==> config.mk <==
export PLATFORM = sky130hd
export DESIGN_NAME = bridge_power_clock_control_regs
export DESIGN_NICKNAME = d
export VERILOG_FILES = /design/src/bridge_pcc_pkg.sv /design/src/bridge_power_clock_control_regs.sv
export SDC_FILE = /design/constraint.sdc
export NUM_CORES = 1
export LEC_CHECK = 0
export BUFFER_PORTS_ARGS = -buffer_cell sky130_fd_sc_hd__buf_2
export CAP_MARGIN = 15
export CELL_PAD_IN_SITES_DETAIL_PLACEMENT = 1
export CELL_PAD_IN_SITES_GLOBAL_PLACEMENT = 1
export CORE_ASPECT_RATIO = 1.75
export CORE_MARGIN = 10
export CORE_UTILIZATION = 34
export CTS_CLUSTER_SIZE = 8
export DETAILED_ROUTE_END_ITERATION = 6
export GPL_TIMING_DRIVEN = 0
export PLACE_DENSITY = 0.8
export RECOVER_POWER = 25
export SLEW_MARGIN = 15
export SYNTH_ARGS = -nofsm -noshare
export SYNTH_HDL_FRONTEND = slang
export SYNTH_SLANG_ARGS = --single-unit
==> constraint.sdc <==
create_clock -name ref_clk -period 2.33 [get_ports ref_clk]
set_input_delay 0 -clock ref_clk [delete_from_list [all_inputs] [get_ports ref_clk]]
set_output_delay 0 -clock ref_clk [all_outputs]
set_load 0.02 [all_outputs]
==> src/bridge_pcc_pkg.sv <==
package bridge_pcc_pkg;
  // ****************************************************************
  // Register map
  // ****************************************************************
  localparam logic [11:0] GEN_CTRL_OFF   = 12'h0D4;
  localparam logic [11:0] CLK_CTRL_OFF   = 12'h0D8;
  localparam logic [11:0] AER_NEXT_NONE  = 12'h000;
  localparam logic [11:0] AER_NEXT_VC    = 12'h150;

  // ****************************************************************
  // General and clock control field positions
  // ****************************************************************
  localparam int          PF_DIS_BIT     = 19;
  localparam int          L0S_LSB        = 16;
  localparam int          L1_LSB         = 13;
  localparam int          VC_EN_BIT      = 12;
  localparam int          CLK_STOP_BIT   = 11;
  localparam int          BEACON_BIT     = 10;
  localparam int          SCALE_LSB      = 8;
  localparam int          MINPWR_LSB     = 0;
  localparam int          N_SEC_CLK      = 7;
  localparam int          MASK_LSB       = 8;

  // ****************************************************************
  // Reset values
  // ****************************************************************
  localparam logic        PF_DIS_RST     = 1'b0;
  localparam logic [2:0]  L0S_RST        = 3'h6;
  localparam logic [2:0]  L1_RST         = 3'h6;
  localparam logic        VC_EN_RST      = 1'b0;
  localparam logic        CLK_STOP_RST   = 1'b0;
  localparam logic        BEACON_RST     = 1'b0;
  localparam logic [1:0]  SCALE_RST      = 2'h0;
  localparam logic [7:0]  MINPWR_RST     = 8'h00;
  localparam logic [6:0]  CLK_DIS_RST    = 7'h00;
  localparam logic [6:0]  CLK_MASK_RST   = 7'h00;

  // ****************************************************************
  // Behaviour constants
  // ****************************************************************
  localparam logic [2:0]  OVRD_CLK_MASK  = 3'h2;
  localparam logic [2:0]  OVRD_CLK_PIN   = 3'h3;
  localparam logic [3:0]  LINE_DWORDS    = 4'h8;
  localparam logic [3:0]  ONE_DWORD      = 4'h1;
  localparam int          SYNC_STAGES    = 3;
endpackage

==> src/bridge_power_clock_control_regs.sv <==
module bridge_power_clock_control_regs
  import bridge_pcc_pkg::*;
(
  input  wire logic        ref_clk,                // 100 MHz clock
  input  wire logic        srst,                   // Power-on reset
  input  wire logic        perst_n,                // Link reset pin
  input  wire logic        global_reset_in,        // Global reset pin
  input  wire logic        cfg_wr,                 // Config write strobe
  input  wire logic        cfg_rd,                 // Config read strobe
  input  wire logic [11:0] cfg_addr,               // Dword byte address
  input  wire logic [3:0]  cfg_be,                 // Byte enables
  input  wire logic [31:0] cfg_wdata,              // Write data
  output logic      [31:0] cfg_rdata,              // Read data
  output logic             cfg_rvalid,             // Read data valid
  input  wire logic        in_d3,                  // Device in D3
  input  wire logic        slot_power_exceeded,    // Slot limit exceeded
  input  wire logic [2:0]  slot_power_response,    // Override field
  input  wire logic        l2_wake_req,            // Wake needed from L2
  input  wire logic        burst_rd_start,         // Burst read begins
  input  wire logic [2:0]  burst_dw_offset,        // Dword within line
  output logic             single_dword_read,      // Prefetch disabled
  output logic      [3:0]  fetch_dwords,           // Dwords to fetch
  output logic      [2:0]  cap_short_idle_exit,    // Capability field
  output logic      [2:0]  cap_deep_idle_exit,     // Capability field
  output logic      [11:0] aer_next_cap,           // Next cap offset
  output logic             wake_assert,            // Drive wake
  output logic             beacon_assert,          // Send beacon
  output logic      [7:0]  min_power_value,        // Min power value
  output logic      [1:0]  min_power_scale,        // Min power scale
  output logic      [6:0]  secondary_clock_output  // Clock run enables
);

  // ****************************************************************
  // Reset pin synchronisers
  // ****************************************************************
  logic [1:0] pin_raw;
  logic [1:0] pin_s1_r;
  logic [1:0] pin_s2_r;
  logic [1:0] pin_s3_r;
  logic [1:0] pin_filt_r;
  logic       soft_rst;

  assign pin_raw = {global_reset_in, ~perst_n};

  genvar g;
  generate
    for (g = 0; g < 2; g++) begin : g_sync
      always_ff @(posedge ref_clk) begin
        if (srst) begin
          pin_s1_r[g]   <= 1'b0;
          pin_s2_r[g]   <= 1'b0;
          pin_s3_r[g]   <= 1'b0;
          pin_filt_r[g] <= 1'b0;
        end else begin
          pin_s1_r[g] <= pin_raw[g];
          pin_s2_r[g] <= pin_s1_r[g];
          pin_s3_r[g] <= pin_s2_r[g];
          if (pin_s2_r[g] == pin_s3_r[g]) begin
            pin_filt_r[g] <= pin_s3_r[g];
          end
        end
      end
    end
  endgenerate

  assign soft_rst = |pin_filt_r;

  // ****************************************************************
  // Register storage
  // ****************************************************************
  logic       wr_gc;
  logic       wr_cc;
  logic       pf_dis_r;
  logic [2:0] l0s_r;
  logic [2:0] l1_r;
  logic       vc_en_r;
  logic       clk_stop_r;
  logic       beacon_r;
  logic [1:0] scale_r;
  logic [7:0] minpwr_r;
  logic [6:0] clk_dis_r;
  logic [6:0] clk_mask_r;

  assign wr_gc = cfg_wr && !soft_rst && (cfg_addr == GEN_CTRL_OFF);
  assign wr_cc = cfg_wr && !soft_rst && (cfg_addr == CLK_CTRL_OFF);

  // Non-sticky fields: every reset source clears them
  always_ff @(posedge ref_clk) begin
    if (srst || soft_rst) begin
      pf_dis_r <= PF_DIS_RST;
      l0s_r    <= L0S_RST;
      l1_r     <= L1_RST;
      vc_en_r  <= VC_EN_RST;
      scale_r  <= SCALE_RST;
      minpwr_r <= MINPWR_RST;
    end else if (wr_gc) begin
      if (cfg_be[0]) begin
        minpwr_r <= cfg_wdata[MINPWR_LSB +: 8];
      end
      if (cfg_be[1]) begin
        scale_r <= cfg_wdata[SCALE_LSB +: 2];
        vc_en_r <= cfg_wdata[VC_EN_BIT];
        l1_r    <= cfg_wdata[L1_LSB +: 3];
      end
      if (cfg_be[2]) begin
        l0s_r    <= cfg_wdata[L0S_LSB +: 3];
        pf_dis_r <= cfg_wdata[PF_DIS_BIT];
      end
    end
  end

  // Sticky fields survive link and global resets
  always_ff @(posedge ref_clk) begin
    if (srst) begin
      clk_stop_r <= CLK_STOP_RST;
      beacon_r   <= BEACON_RST;
    end else if (wr_gc && cfg_be[1]) begin
      clk_stop_r <= cfg_wdata[CLK_STOP_BIT];
      beacon_r   <= cfg_wdata[BEACON_BIT];
    end
  end

  // Clock disable byte and override mask byte
  always_ff @(posedge ref_clk) begin
    if (srst || soft_rst) begin
      clk_dis_r  <= CLK_DIS_RST;
      clk_mask_r <= CLK_MASK_RST;
    end else if (wr_cc) begin
      if (cfg_be[0]) begin
        clk_dis_r <= cfg_wdata[N_SEC_CLK-1:0];
      end
      if (cfg_be[1]) begin
        clk_mask_r <= cfg_wdata[MASK_LSB +: N_SEC_CLK];
      end
    end
  end

  // ****************************************************************
  // Read path
  // ****************************************************************
  logic [31:0] gc_word;
  logic [31:0] cc_word;

  assign gc_word = {12'h000, pf_dis_r, l0s_r, l1_r, vc_en_r,
                    clk_stop_r, beacon_r, scale_r, minpwr_r};
  assign cc_word = {16'h0000, 1'b0, clk_mask_r, 1'b0, clk_dis_r};

  always_ff @(posedge ref_clk) begin
    if (srst) begin
      cfg_rdata  <= 32'h0000_0000;
      cfg_rvalid <= 1'b0;
    end else begin
      cfg_rvalid <= cfg_rd;
      if (cfg_rd) begin
        unique case (cfg_addr)
          GEN_CTRL_OFF: cfg_rdata <= gc_word;
          CLK_CTRL_OFF: cfg_rdata <= cc_word;
          default:      cfg_rdata <= 32'h0000_0000;
        endcase
      end
    end
  end

  // ****************************************************************
  // Fields reflected into other structures
  // ****************************************************************
  assign cap_short_idle_exit = l0s_r;
  assign cap_deep_idle_exit  = l1_r;
  assign aer_next_cap        = vc_en_r ? AER_NEXT_VC : AER_NEXT_NONE;
  assign min_power_value     = minpwr_r;
  assign min_power_scale     = scale_r;
  assign single_dword_read   = pf_dis_r;

  // ****************************************************************
  // Burst read fetch length
  // ****************************************************************
  always_ff @(posedge ref_clk) begin
    if (srst) begin
      fetch_dwords <= ONE_DWORD;
    end else if (burst_rd_start) begin
      if (pf_dis_r) begin
        fetch_dwords <= ONE_DWORD;
      end else begin
        fetch_dwords <= LINE_DWORDS - {1'b0, burst_dw_offset};
      end
    end
  end

  // ****************************************************************
  // L2 wake signalling
  // ****************************************************************
  always_ff @(posedge ref_clk) begin
    if (srst) begin
      wake_assert   <= 1'b0;
      beacon_assert <= 1'b0;
    end else begin
      wake_assert   <= l2_wake_req;
      beacon_assert <= l2_wake_req && beacon_r;
    end
  end

  // ****************************************************************
  // Secondary clock gating
  // ****************************************************************
  logic       ovrd_active;
  logic       d3_stop;
  logic [6:0] clk_off;

  assign ovrd_active = slot_power_exceeded &&
                       ((slot_power_response == OVRD_CLK_MASK) ||
                        (slot_power_response == OVRD_CLK_PIN));
  assign d3_stop     = in_d3 && clk_stop_r;
  assign clk_off     = clk_dis_r | (clk_mask_r & {N_SEC_CLK{ovrd_active}})
                       | {N_SEC_CLK{d3_stop}};

  always_ff @(posedge ref_clk) begin
    if (srst) begin
      secondary_clock_output <= 7'h7F;
    end else begin
      secondary_clock_output <= ~clk_off;
    end
  end
endmodule

==> After elaboration in Yosys (flattened, before gate mapping) <==
Cells that the tools add are included.
{ "word_totals": {"output_inout_bits": 75, "register_bits": 88, "input_bits": 64, "elab_cells": 55} }
{ "op_classes": {"n_mux": 3, "n_eq_ne": 6, "bitwise": 5, "reduce_logical": 16, "addsub": 1} }
{ "op_table": {"columns": ["cell", "n"], "rows": [
  ["20-bit one-hot mux with 2 select lines", 1],
  ["12-bit by 8-bit == test with 1-bit output, second input constant", 2],
  ["7-bit OR", 2],
  ["2-bit AND reduction", 5],
  ["9-bit 2-to-1 mux", 1],
  ["7-bit bitwise AND", 1],
  ["1-bit logical AND", 7],
  ["7-bit NOT", 1],
  ["3-bit by 2-bit == test with 1-bit output, second input constant", 2],
  ["4-bit 2-to-1 mux", 1],
  ["4-bit by 3-bit subtractor with 4-bit output, first input constant", 1],
  ["1-bit == test", 2],
  ["1-bit logical OR", 2],
  ["2-bit OR reduction", 1],
  ["1-bit logical NOT", 1],
  ["1-bit NOT", 1]
]} }

==> Longest topological paths before layout <==
Gate-level depths: netlist of run 1.
{ "logic_depth": {"word_depth": 7, "mapped_depth": 5, "mapped_depth_nobuf": 5} }

==> Least setup slack after synthesis of run 1 <==
Ideal clock, no wire load.
{ "synth_path": {"kind": "reg2reg", "from": "reg pin_filt_r[1]", "to": "reg beacon_r", "path_buffers": 0, "arrival_time_ns": 1.677, "period_less_slack_ns": 1.749, "setup_ns": 0.072, "required_ns": 2.258, "stages_incl_launch_ff": 4, "setup_slack_ns": 0.581, "path_cell_list": "dfxtp_1 or4bb_1 nor4_4 mux2i_1"} }
{ "synth_between": {"elab_chain_len": 5} }
{ "synth_rtl": {"columns": ["element", "line_no", "rtl"], "rows": [
  ["start, declared", "bridge_power_clock_control_regs.sv:40", "logic [1:0] pin_filt_r;"],
  ["start signal, assigned by index", "bridge_power_clock_control_regs.sv:59", "pin_filt_r[g] <= pin_s3_r[g];"],
  ["2-bit OR reduction", "bridge_power_clock_control_regs.sv:66", "assign soft_rst = |pin_filt_r;"],
  ["1-bit logical NOT", "bridge_power_clock_control_regs.sv:84", "assign wr_gc = cfg_wr && !soft_rst && (cfg_addr == GEN_CTRL_OFF);"],
  ["1-bit logical AND (2 in series)", "bridge_power_clock_control_regs.sv:84", null],
  ["1-bit logical AND", "bridge_power_clock_control_regs.sv:117", "end else if (wr_gc && cfg_be[1]) begin"],
  ["end signal, assigned", "bridge_power_clock_control_regs.sv:119", "beacon_r <= cfg_wdata[BEACON_BIT];"],
  ["end, declared", "bridge_power_clock_control_regs.sv:78", "logic beacon_r;"]
]} }
No other way between the ends.
A chain may end at the register's enable or synchronous reset.

==> Worst setup path in the final report of run 1 <==
{ "layout_path": {"from": "reg pin_filt_r[1]", "to": "reg minpwr_r[3] (netlist: min_power_value[3])"} }
{ "layout_between": {"elab_chain_len": 5, "word_cells_on_any_way": 6, "cone_classes": "6 x reduce/logical"} }
{ "layout_rtl": {"columns": ["element", "line_no", "rtl"], "rows": [
  ["2-bit OR reduction *", "bridge_power_clock_control_regs.sv:66", null],
  ["1-bit logical NOT", "bridge_power_clock_control_regs.sv:84", null],
  ["1-bit logical AND (2 in series)", "bridge_power_clock_control_regs.sv:84", null],
  ["2-bit AND reduction (no line)", null, null],
  ["end signal, assigned", "bridge_power_clock_control_regs.sv:98", "minpwr_r <= cfg_wdata[MINPWR_LSB +: 8];"],
  ["end, declared", "bridge_power_clock_control_regs.sv:80", "logic [7:0] minpwr_r;"]
]} }
Every way passes the cells marked *; elsewhere a longest branch is shown, timed or not.

==> results of run 1 <==
[critical path: stages (launching register included)]
cell,delay [ps]
dfxtp_1,380
or4b_1,660
nor4_4,640
mux2i_1,310
[cell families after synthesis]
group / count (synthesis)
other cells: 1
flops: 76
simple gates: 124
fa+ha+maj: 1
xor+xnor: 1
mux: 35
compound gates: 48
buf+inv: 44
[synthesized netlist by cell type, drive strengths merged, types with 3 or more instances]
master,count
a21oi,5
nor4,5
nor2,16
dfxtp,76
nand2,61
or4,3
mux2i,35
clkbuf,15
nand2b,4
nor2b,12
a22oi,14
o21ai,16
a32o,6
or4bb,3
or2,8
a211oi,7
buf,27
or4b,3
[power groups by stage]
stage | Combinational [mW] | Clock (mW) | Sequential [mW]
6_report | 0.261 | 1.56 | 1.31
5_1_grt | 0.284 | 1.65 | 1.31
4_1_cts | 0.260 | 1.58 | 1.31
3_5_place_dp | 0.225 | 0 | 1.34
3_3_place_gp | 0.218 | 0 | 1.34
2_1_floorplan | 0.134 | 0 | 1.35
[state kept, by name (all words and copies together) (netlist names)]
register and count:
pin_filt_r 2, pin_s1_r 2, secondary_clock_output 7, clk_mask_r 7, beacon_r 1, min_power_scale 2, pin_s2_r 2, vc_en_r 1
cap_deep_idle_exit 3, cfg_rdata 20, cap_short_idle_exit 3, clk_dis_r 7, clk_stop_r 1, pin_s3_r 2, min_power_value 8, cfg_rvalid 1
wake_assert 1, single_dword_read 1, beacon_assert 1, fetch_dwords 4
[routing by layer]
metal  share of wire [%]  GRT usage (%)
met1                  36           15.8
met4                 3.8           9.92
met5                   0              0
met3                 5.5           4.79
met2                  55           30.8
[area by class of cell]
cell class	count	share of cell area, %
Timing Repair Buffer	125	15.9
Clock inverter	3	1.51
Multi-Input combinational cell	230	33.0
Inverter	2	0.168
Clock buffer	13	6.04
Tap cell	120	3.36
Buffer	42	5.96
Sequential cell	76	34.0
[final timing paths]
| kind | from | end | cells after the start |
|---|---|---|---|
| setup / recovery | pin_filt_r[1]$_SDFFE_PP0N_ | min_power_value[3]$_SDFFE_PP0P_ | 3 |
| hold / removal | burst_rd_start | fetch_dwords[3]$_SDFFE_PP0P_ | 3 |
| setup reg to reg | pin_filt_r[1]$_SDFFE_PP0N_ | min_power_value[3]$_SDFFE_PP0P_ | 3 |
| hold reg to reg | pin_s1_r[1]$_SDFF_PP0_ | pin_s2_r[1]$_SDFF_PP0_ | 1 |
[through the flow]
step                      total power, mW  utilization [%]  cell area, sq um
after global placement               1.56             43.2              3930
after CTS                            3.15             49.5              4500
after global routing                 3.25             49.2              4470
after detailed placement             1.57             43.2              3930
final                                3.13             49.2              4470
after floorplan                      1.48                -              3270
[timing repair]
action | CTS | global route
endpoints found under the hold margin | 35 | 0
resized for setup | 1 | 0
hold buffers | 23 | 0
setup endpoints to repair | 1 | 0
==> run summary, run 1 <==
The post-synthesis cell area is 3190 sq um. The fraction of the mapped netlist area in compound gates is 10.1%. Max-cap violations in this run came to 0.

The post-layout minimum cycle time is 2080 ps. The global route total overflow came out at 0. The worst hold path belongs to the class primary input to flop. In this run, the number of DRC markers left after iteration 0 of detailed routing was 86. The worst-case register-to-register setup slack is 250 ps. The library cell used most frequently in the layout, excluding fill and tap cells, is buf_2. The most used flip-flop cell after synthesis is dfxtp_1. The library cells used most frequently in the layout, excluding fill and tap cells, are 80 x buf_2, 76 x dfxtp_1, 61 x nand2_1. The post-layout worst setup margin came out at 251 ps. The first detailed-routing pass ran for 4 iterations. The worst setup path is launched from a flop. The sequential standard cell area came out at between 1500 and 2000 sq um. The combinational group share of total power is 8.3%. The maximum count of clock buffers along a single path came out at 2. The worst setup path is of the flop to flop kind.

Sequential cells burn around two fifths of the power. The pin slew with the least headroom to its limit is 817 ps. The combined area of the multi-input logic cells is 1480 sq um.

The net switching power came out at 0.685 mW. The die width came out at between 90 and 100 microns. TritonCTS built the clock tree. Entering global routing, the biggest net connects 13 pins.

The power per standard cell area came out at between 700 and 800 nW/um^2. The number of max-slew violations in the final report is 0. The flow ran to the end, and the final reports show no timing, DRC or antenna violations. The full die area came out at about 14000 sq um. The detail-routed via count per cell came out at 4.82. The standard cell core area is 9090 sq um. The async set-reset flop share out of synthesis is 0%. The initial antenna violation count is 0. The hold violation total from the final report came to 0. In this run the core area contains 46 standard-cell rows. STA classifies the critical path endpoint as a flop. The total number of vias is just under 3000. The maximum VDD drop came out at about 380 uV. Of all cell types, the one taking the most synthesized area is dfxtp_1. Yosys printed 0 warnings.

The synthesis-to-layout area growth is 40.1%. In the post-synthesis netlist, the biggest area contributors are dfxtp_1 48%, mux2i_1 11%, nand2_1 7.2%. The number of standard cells in the layout, taps in and fillers out is approximately 600. The number of global-route vias before repair is ~3300. The routed length per instance is 18.7 microns. Clock latency on the worst-skew pair, taken at its later pin, is 340 ps.

Yosys mapped a number of flops with a built-in enable equal to 0. The repair_antennas step left the layout with diodes totalling 0. The achievable frequency came out at ~480 MHz. For the worst setup path, the data required time is 2580 ps. The fraction of power spent switching nets is 21.9%. The routability congestion estimate from global placement is 0.778. Hold is met by 6.11 ps. CTS placed an instance of clkbuf_16 at the clock tree root. The share of the synthesized area in the top cell type is a little under half. The count of nets left with antenna violations once routing finished came out at 0. The DRC violation count after routing is 0. For this run, the total global-route usage over all layers was measured as around 17%. OpenSTA, run right after detailed placement, puts the worst setup slack at between 70 and 80 ps. The post-synthesis sequential element count came out at 76. After Yosys synthesis, and, or, nand and nor cells account for approximately 22% of the synthesized area. The number of fill cells came out at 1134. The worst clock skew is 2.54 ps. The total half-perimeter wirelength after legalization and detailed placement came out at 8.68 mm.

Of the total synthesized cell area, the portion taken by XOR and XNOR cells is less than 1%. The maximum level of the CTS H-tree is 3. Input and output buffers added on the ports amount to roughly 100. Each instance of the synthesized netlist takes up on average just under 10 sq um. The number of buffers created by CTS came out at 9. Summing the areas of all fa, ha and maj instances in the mapped netlist gives 0.392% of the synthesized area.

After synthesis, the largest family of logic cells by area is simple AND/OR/NAND/NOR gates. The overall routed net length is 11.4 mm. The floorplan step set the die height to between 100 and 150 microns. The sink count of the clock tree is 76. The first global-routing pass estimated roughly 18 mm of wire. Of the post-synthesis cell area, the part taken by muxes is 11.0%. The number of primary I/O pins is between 100 and 150. The total negative setup slack is 0 ps.

The cell count after synthesis came out at 330. The total placed cells including tap cells came out at 572. The internal portion of total power is 2.45 mW. The number of different library cells in the post-synthesis netlist is 33. For this run, the post-layout net count is 551. For this configuration, the core starts out at a cell density of between 30% and 40%.

Setup repair after global routing left no endpoint under its margin. The fraction of final layout cells with drive strength greater than 1 came out at 28.5%. The top fanout value on the critical path came out at 8. The share of total power dissipated in the clock network is about half. Setup violations remaining at the end of the flow were counted as 0. The sequential cell area fraction in the yosys report came out at 47.7%. The post-route clock period utilization came out at 89.2%. The post-CTS repair timing setup buffer count is 0.

In this run the tightest slew margin relative to its limit is 45.1%. After clock tree synthesis, the clock-pin slew on the worst setup and hold paths is 60 ps. The arrival time reported for the critical path endpoint came out at about 2300 ps. Summed over all cells, the static leakage comes to 1.91 nW.
(Power assumes the default switching activity.)
==> run 2, diff against run 1 <==
--- a/config.mk
+++ b/config.mk
@@ -16,7 +16,7 @@
 export DETAILED_ROUTE_END_ITERATION = 6
 export GPL_TIMING_DRIVEN = 0
 export PLACE_DENSITY = 0.8
-export RECOVER_POWER = 25
+export RECOVER_POWER = 100
 export SLEW_MARGIN = 15
 export SYNTH_ARGS = -nofsm -noshare
 export SYNTH_HDL_FRONTEND = slang
==> run 2 against run 1 <==
Effect of this change:
- sequential power barely moved
- sequential share of layout area is 0.38 points higher
- flip-flop and latch count is the same
- combinational power hardly changed
- worst setup slack better by 6.3 ps
- critical path depth unchanged
- total power hardly changed
- non-clock buffer count unchanged
- via count is 0.10% lower
- design area is 1.1% lower
- critical path type unchanged
- largest cell class unchanged
==> run summary, run 2 (same netlist as run 1, synthesis figures left out) <==
The path with the worst hold slack has its endpoint at fetch_dwords[3]$_SDFFE_PP0P_. The critical path endpoint category is a flop. In the layout the commonest cells are 76 x dfxtp_1, 70 x clkbuf_1, 61 x nand2_1.

The static leakage came out at 1.77 nW (-7.1%). The antenna cell count was 0 (unchanged). The number of buffer cells added on primary ports is 102 (unchanged). The number of max-slew violations in the final report came out at 0 (unchanged). The routed length per instance is 18.7 microns (about the same). The standard cell core area is 9090 sq um (unchanged). The first-pass GRT wire length came out at 17.8 mm (unchanged). The fraction of final layout cells with drive strength greater than 1 is 21.8% (-6.7 points). The number of placement rows came out at 46 (unchanged). The starting density of the core came out at 35.1% (unchanged). The routability congestion estimate from global placement came out at 0.778 (unchanged). The pin slew with the least headroom to its limit came out at 803 ps (-14.7 ps).

The initial antenna violation count came to 0 (unchanged). The remaining antenna violation count after routing is 0 (unchanged). The arrival time reported for the critical path endpoint was 2340 ps (about the same). The number of nets at the end of the flow came out at 551 (unchanged). The worst hold path cell count is 3 (unchanged). The maximum number of pins on one net before global-route repair came out at 13 (unchanged). In this run the critical register-to-register path is launched from pin_filt_r[1]$_SDFFE_PP0N_.

The count of TritonRoute iterations in the first routing pass is 4 (unchanged). The maximum level of the CTS H-tree is 3 (unchanged). The achievable frequency is 482 MHz (+0.30%).

The number of global-route vias before repair came out at 3330 (unchanged). The full die area is 13800 sq um (unchanged). The min-delay analysis places its worst path in the category primary input to flop. The number of primary I/O pins came out at 139 (unchanged). TritonCTS built the clock tree.

The required time of the critical path was 2600 ps (+20 ps). From synthesis to final layout, the design area changed by 38.6%. The maximum count of clock buffers along a single path came out at 2 (unchanged). The hold violation total from the final report is 0 (unchanged).

The worst-case register-to-register setup slack is 260 ps (about the same). The power per standard cell area is 707 nW/um^2 (+1.0%). The number of buffers created by CTS is 9 (unchanged).

The total of endpoints with negative setup slack in the final report is 0 (unchanged). The number of flip-flops under the largest register name came out at 20 (unchanged). The number of maximum-capacitance constraint violations is 0 (unchanged).

The die height came to 148 microns (unchanged). The worst relative slew slack came out at 46.1% (+0.98 points). STA classifies the critical path startpoint as a flop. The total power of the final layout came out at 3.13 mW (about the same). cfg_rdata holds more flip-flops than any other register. The number of violations reported at the end of detailed-routing iteration 0 came to 94 (+9.3%). The overall routed net length is 11.4 mm (about the same). The total global-route track usage came out at 16.7% (unchanged). The total half-perimeter wirelength after legalization and detailed placement was 8.68 mm (unchanged). The DRC violation count after routing came out at 0 (unchanged). The post-route clock period utilization is 89.0% (-0.27 points). The number of cells on the worst reg-to-reg path is 3 (unchanged). The worst clock skew came out at 2.29 ps (-0.253 ps). The run finished with clean final reports. The sink count of the clock tree came to 76 (unchanged). The top fanout value on the critical path is 8 (unchanged). The clock slew at the register clock pins of the worst setup and hold paths is 60 ps (about the same). The start point of the worst hold path is burst_rd_start. The capturing point of the worst reg2reg path is min_power_scale[1]$_SDFFE_PP0P_. The library cell used most frequently in the layout, excluding fill and tap cells, is dfxtp_1.

The post-layout minimum cycle time came out at 2070 ps (-6.32 ps). The total number of vias is 2944 (-0.10%). The maximum VDD drop was 374 uV (-0.45%).

In this run the clock root is driven by a clkbuf_16. The clock network latency to the later pin of the worst-skew pair came out at 340 ps (about the same). By startpoint and endpoint, the worst setup path is classified as flop to flop.

The post-CTS repair timing setup buffer count is 0 (unchanged). The total negative setup slack came out at 0 ps (unchanged). The detail-routed via count per cell came to 4.82 (-0.10%). Setup repair after global routing left no endpoint under its margin.

The die width is 93.2 microns (unchanged). The global route total overflow is 0 (unchanged).
run 2: cell count changes in the layout (fill, tap and decap cells not counted):
cell and change:
nor4_4 -1, nor4_2 +1, clkbuf_1 +32, and4bb_2 -1, buf_2 -32, and4bb_1 +1
run 2: final cells by class:
type / instances / area, sq um
sequential: 76 / 1520
timing repair buffer: 125 / 673
clock inverter: 3 / 67.6
multi-input combinational: 230 / 1470
clock buffer: 13 / 270
buffer: 42 / 267
fill: 1152 / 4670
tap: 120 / 150
inverter: 2 / 7.51
run 2: worst max-delay path, cell delays in order, from the launching register on:
cell and delay, ps:
dfxtp_1 380, or4bb_1 630, nor4_4 710, mux2i_1 270
run 2: how the worst max path moves through the flow:
stage | to | slack, ps | from
6_report | min_power_scale[1]$_SDFFE_PP0P_ | 260 | pin_filt_r[1]$_SDFFE_PP0N_
5_1_grt | min_power_scale[1]$_SDFFE_PP0P_ | 120 | pin_filt_r[1]$_SDFFE_PP0N_
4_1_cts | cap_deep_idle_exit[2]$_SDFFE_PP1P_ | 220 | pin_filt_r[1]$_SDFFE_PP0N_
3_5_place_dp | min_power_value[3]$_SDFFE_PP0P_ | 80 | pin_filt_r[1]$_SDFFE_PP0N_
3_3_place_gp | min_power_value[3]$_SDFFE_PP0P_ | 100 | pin_filt_r[1]$_SDFFE_PP0N_
2_1_floorplan | beacon_r$_SDFFE_PP0P_ | 580 | pin_filt_r[1]$_SDFFE_PP0N_
run 2: layer usage:
metal	track usage (%)	wire, microns	vias to the layer above
li1	-	-	1414
met4	9.92	422	0
met2	30.8	6250	96
met1	15.8	4090	1404
met5	0	0	-
met3	4.79	632	30
run 2: metrics by stage:
step,util (%),worst slack (ps),hold slack (ps),cell area [sq um],std cells
after global placement,43.2,99.9,168,3930,572
after detailed placement,43.2,78.1,167,3930,572
after CTS,49.5,216,0.574,4500,611
after global routing,48.7,122,11.2,4420,611
after floorplan,-,581,66.7,3270,350
final,48.7,257,6.07,4420,611
run 2: repair_timing:
| action | CTS | global route |
|---|---|---|
| endpoints found under the setup margin | 1 | 0 |
| endpoints found under the hold margin | 35 | 0 |
| hold buffers | 23 | 0 |
| gates resized for setup | 1 | 0 |
run 2: where the power goes:
group	internal [mW]	switching (mW)	total, mW	leakage [nW]
clock network	1.03	0.531	1.56	0.162
logic	0.112	0.147	0.259	0.998
registers	1.31	0.00388	1.31	0.615
==> run 3, diff against run 2 <==
--- a/config.mk
+++ b/config.mk
@@ -15,6 +15,7 @@
 export CTS_CLUSTER_SIZE = 8
 export DETAILED_ROUTE_END_ITERATION = 6
 export GPL_TIMING_DRIVEN = 0
+export HOLD_SLACK_MARGIN = 0.1
 export PLACE_DENSITY = 0.8
 export RECOVER_POWER = 100
 export SLEW_MARGIN = 15
==> run 3 against run 2 <==
Effect of this change:
- die area is the same
- routed wire length is 0.64% higher
- total power grew 0.30%
- register-to-register slack is essentially flat
- hold slack better by 120 ps
- highest routed layer unchanged
==> run summary, run 3 (same netlist as run 1, synthesis figures left out) <==
The arrival time reported for the critical path endpoint came out at 2340 ps (about the same). The clock slew at the register clock pins of the worst setup and hold paths was 60 ps (about the same). The total negative setup slack is 0 ps (unchanged). The DRC violation count after routing came out at 0 (unchanged). The overall routed net length came to 11.5 mm (+0.64%). The die width came to 93.2 microns (unchanged).

Ranked by flip-flop count, first place goes to cfg_rdata. The area growth from synthesis to layout is 40.4%. The category of the worst setup path launch point is a flop. On the critical path the largest part of the delay comes from simple AND/OR/NAND/NOR gates.

The starting density of the core was 35.1% (unchanged). The hold violation total from the final report is 0 (unchanged). The fraction of final layout cells with drive strength greater than 1 is 21.1% (-0.67 points). The pin slew with the least headroom to its limit is 801 ps (-1.94 ps). The maximum VDD drop came out at 374 uV (about the same).

The first-pass GRT wire length is 18.0 mm (+0.89%). The worst hold path cell count came out at 5 (+2). The post-placement setup slack is 78.1 ps (unchanged). The number of primary I/O pins is 139 (unchanged). The die height is 148 microns (unchanged).

The critical path buffer and inverter count came out at 0 (unchanged). The initial antenna violation count came out at 0 (unchanged). The clock tree from TritonCTS is done. The total global-route track usage is 16.9% (+0.11 points). The final worst hold slack is 128 ps (+122 ps). The clock network latency to the later pin of the worst-skew pair came out at 340 ps (about the same). The standard cell core area was 9090 sq um (unchanged). The full die area is 13800 sq um (unchanged). The global route total overflow is 0 (unchanged). The number of fill cells is 1157 (+0.43%). The achievable frequency is 483 MHz (about the same). The number of flip-flops under the largest register name came out at 20 (unchanged). The post-route clock period utilization is 88.9% (about the same). Traced cell by cell, the critical path runs through or4bb_1 > nor4_4 > mux2i_1. The routability congestion estimate from global placement came to 0.778 (unchanged). The post-layout worst setup margin came out at 259 ps (+1.90 ps).

The worst setup path is captured at a flop. The maximum count of clock buffers along a single path came out at 2 (unchanged). Leaving out fill and tap cells, the most frequent cell in the layout is dfxtp_1.

The number of buffer cells added on primary ports is 102 (unchanged). The static leakage was 1.79 nW (+1.0%). The post-layout minimum cycle time came out at 2070 ps (-1.90 ps). The worst clock skew is 2.56 ps (+0.274 ps). The number of maximum-capacitance constraint violations came out at 0 (unchanged). The antenna cell count is 0 (unchanged). The total number of vias is 2964 (+0.68%). The detail-routed via count per cell is 4.80 (-0.30%).

The maximum level of the CTS H-tree is 3 (unchanged). The worst hold path belongs to the class primary input to flop. Setup repair after global routing left no endpoint under its margin. The number of violations reported at the end of detailed-routing iteration 0 is 92 (-2.1%). The count of TritonRoute iterations in the first routing pass came out at 4 (unchanged). The number of max-slew violations in the final report came to 0 (unchanged).

The required time of the critical path is 2600 ps (about the same). The number of global-route vias before repair is 3375 (+1.4%). The number of cells on the worst reg-to-reg path came out at 3 (unchanged). The worst setup path is of the flop to flop kind. The top fanout value on the critical path came to 8 (unchanged).

The number of buffers created by CTS came out at 9 (unchanged). The maximum cell stage delay along the critical path is 710 ps (about the same). Among all stages on the critical path, the largest delay is contributed by nor4_4.

The total power of the final layout is 3.14 mW (+0.30%). The sink count of the clock tree is 76 (unchanged). The routed length per instance came out at 18.6 microns (-0.34%). The total of endpoints with negative setup slack in the final report came out at 0 (unchanged). The top cell types in the final layout, fill and taps aside, are 76 x dfxtp_1, 72 x clkbuf_1, 61 x nand2_1.

The maximum number of pins on one net before global-route repair was 13 (unchanged). The run finished with clean final reports. The number of placement rows came out at 46 (unchanged). The number of nets at the end of the flow came out at 557 (+1.1%). The cell at the root of the clock tree is clkbuf_16. The remaining antenna violation count after routing is 0 (unchanged).

The power per standard cell area came out at 700 nW/um^2 (-0.98%). The critical path depth in cells is 3 (unchanged). The worst relative slew slack was 46.2% (+0.13 points).

The total half-perimeter wirelength after legalization and detailed placement came out at 8.68 mm (unchanged).
run 3: cell types whose count changed in the layout (fill, tap and decap cells not counted):
| cell | previous run | this run |
|---|---|---|
| buf_2 | 48 | 46 |
| clkbuf_1 | 70 | 72 |
| dlygate4sd3_1 | 23 | 29 |
run 3: final timing paths:
path | from | endpoint | slack, ps
min | burst_dw_offset[1] | fetch_dwords[1]$_SDFFE_PP0P_ | 130
min reg2reg | pin_s1_r[1]$_SDFF_PP0_ | pin_s2_r[1]$_SDFF_PP0_ | 440
max reg2reg | pin_filt_r[1]$_SDFFE_PP0N_ | min_power_scale[1]$_SDFFE_PP0P_ | 260
max | pin_filt_r[1]$_SDFFE_PP0N_ | min_power_scale[1]$_SDFFE_PP0P_ | 260
run 3: where the power goes:
group	internal, mW	switching [mW]
sequential	1.31	0.00397
combinational	0.118	0.149
clock	1.03	0.533
total	2.45	0.686
run 3: layer usage:
metal | part of all wire, % | track usage [%] | wire length, microns | up-vias
li1 | - | - | - | 1424
met1 | 36 | 15.7 | 4150 | 1426
met2 | 55 | 31.2 | 6330 | 88
met3 | 5.3 | 4.79 | 609 | 26
met4 | 3.3 | 9.92 | 384 | 0
met5 | 0 | 0 | 0 | -
run 3: worst min-delay path, cell delays in order:
cell and delay, ps:
buf_2 110, inv_1 50, ha_1 120, a21oi_1 60, nor2_1 80
run 3: per-stage QoR:
step	util [%]	std cells	instance area (sq um)
2_1_floorplan	-	350	3270
6_report	49.3	617	4480
3_5_place_dp	43.2	572	3930
3_3_place_gp	43.2	572	3930
4_1_cts	50.2	617	4560
5_1_grt	49.3	617	4480
run 3: layout make-up:
cell class              instances  area, sq um  area share [%]
flip-flops and latches         76         1520            33.9
multi-input cells             230         1470            32.7
repair buffers                131          731            16.3
clock buffers                  13          270            6.03
plain buffers                  42          267            5.95
well taps                     120          150            3.35
clock inverters                 3         67.6            1.51
inverters                       2         7.51           0.168
run 3: timing repair:
item	in CTS	in global routing
endpoints found under the hold margin	43	0
endpoints found under the setup margin	1	0
resized for setup	1	0
buffers inserted	0	0
hold buffers	29	0
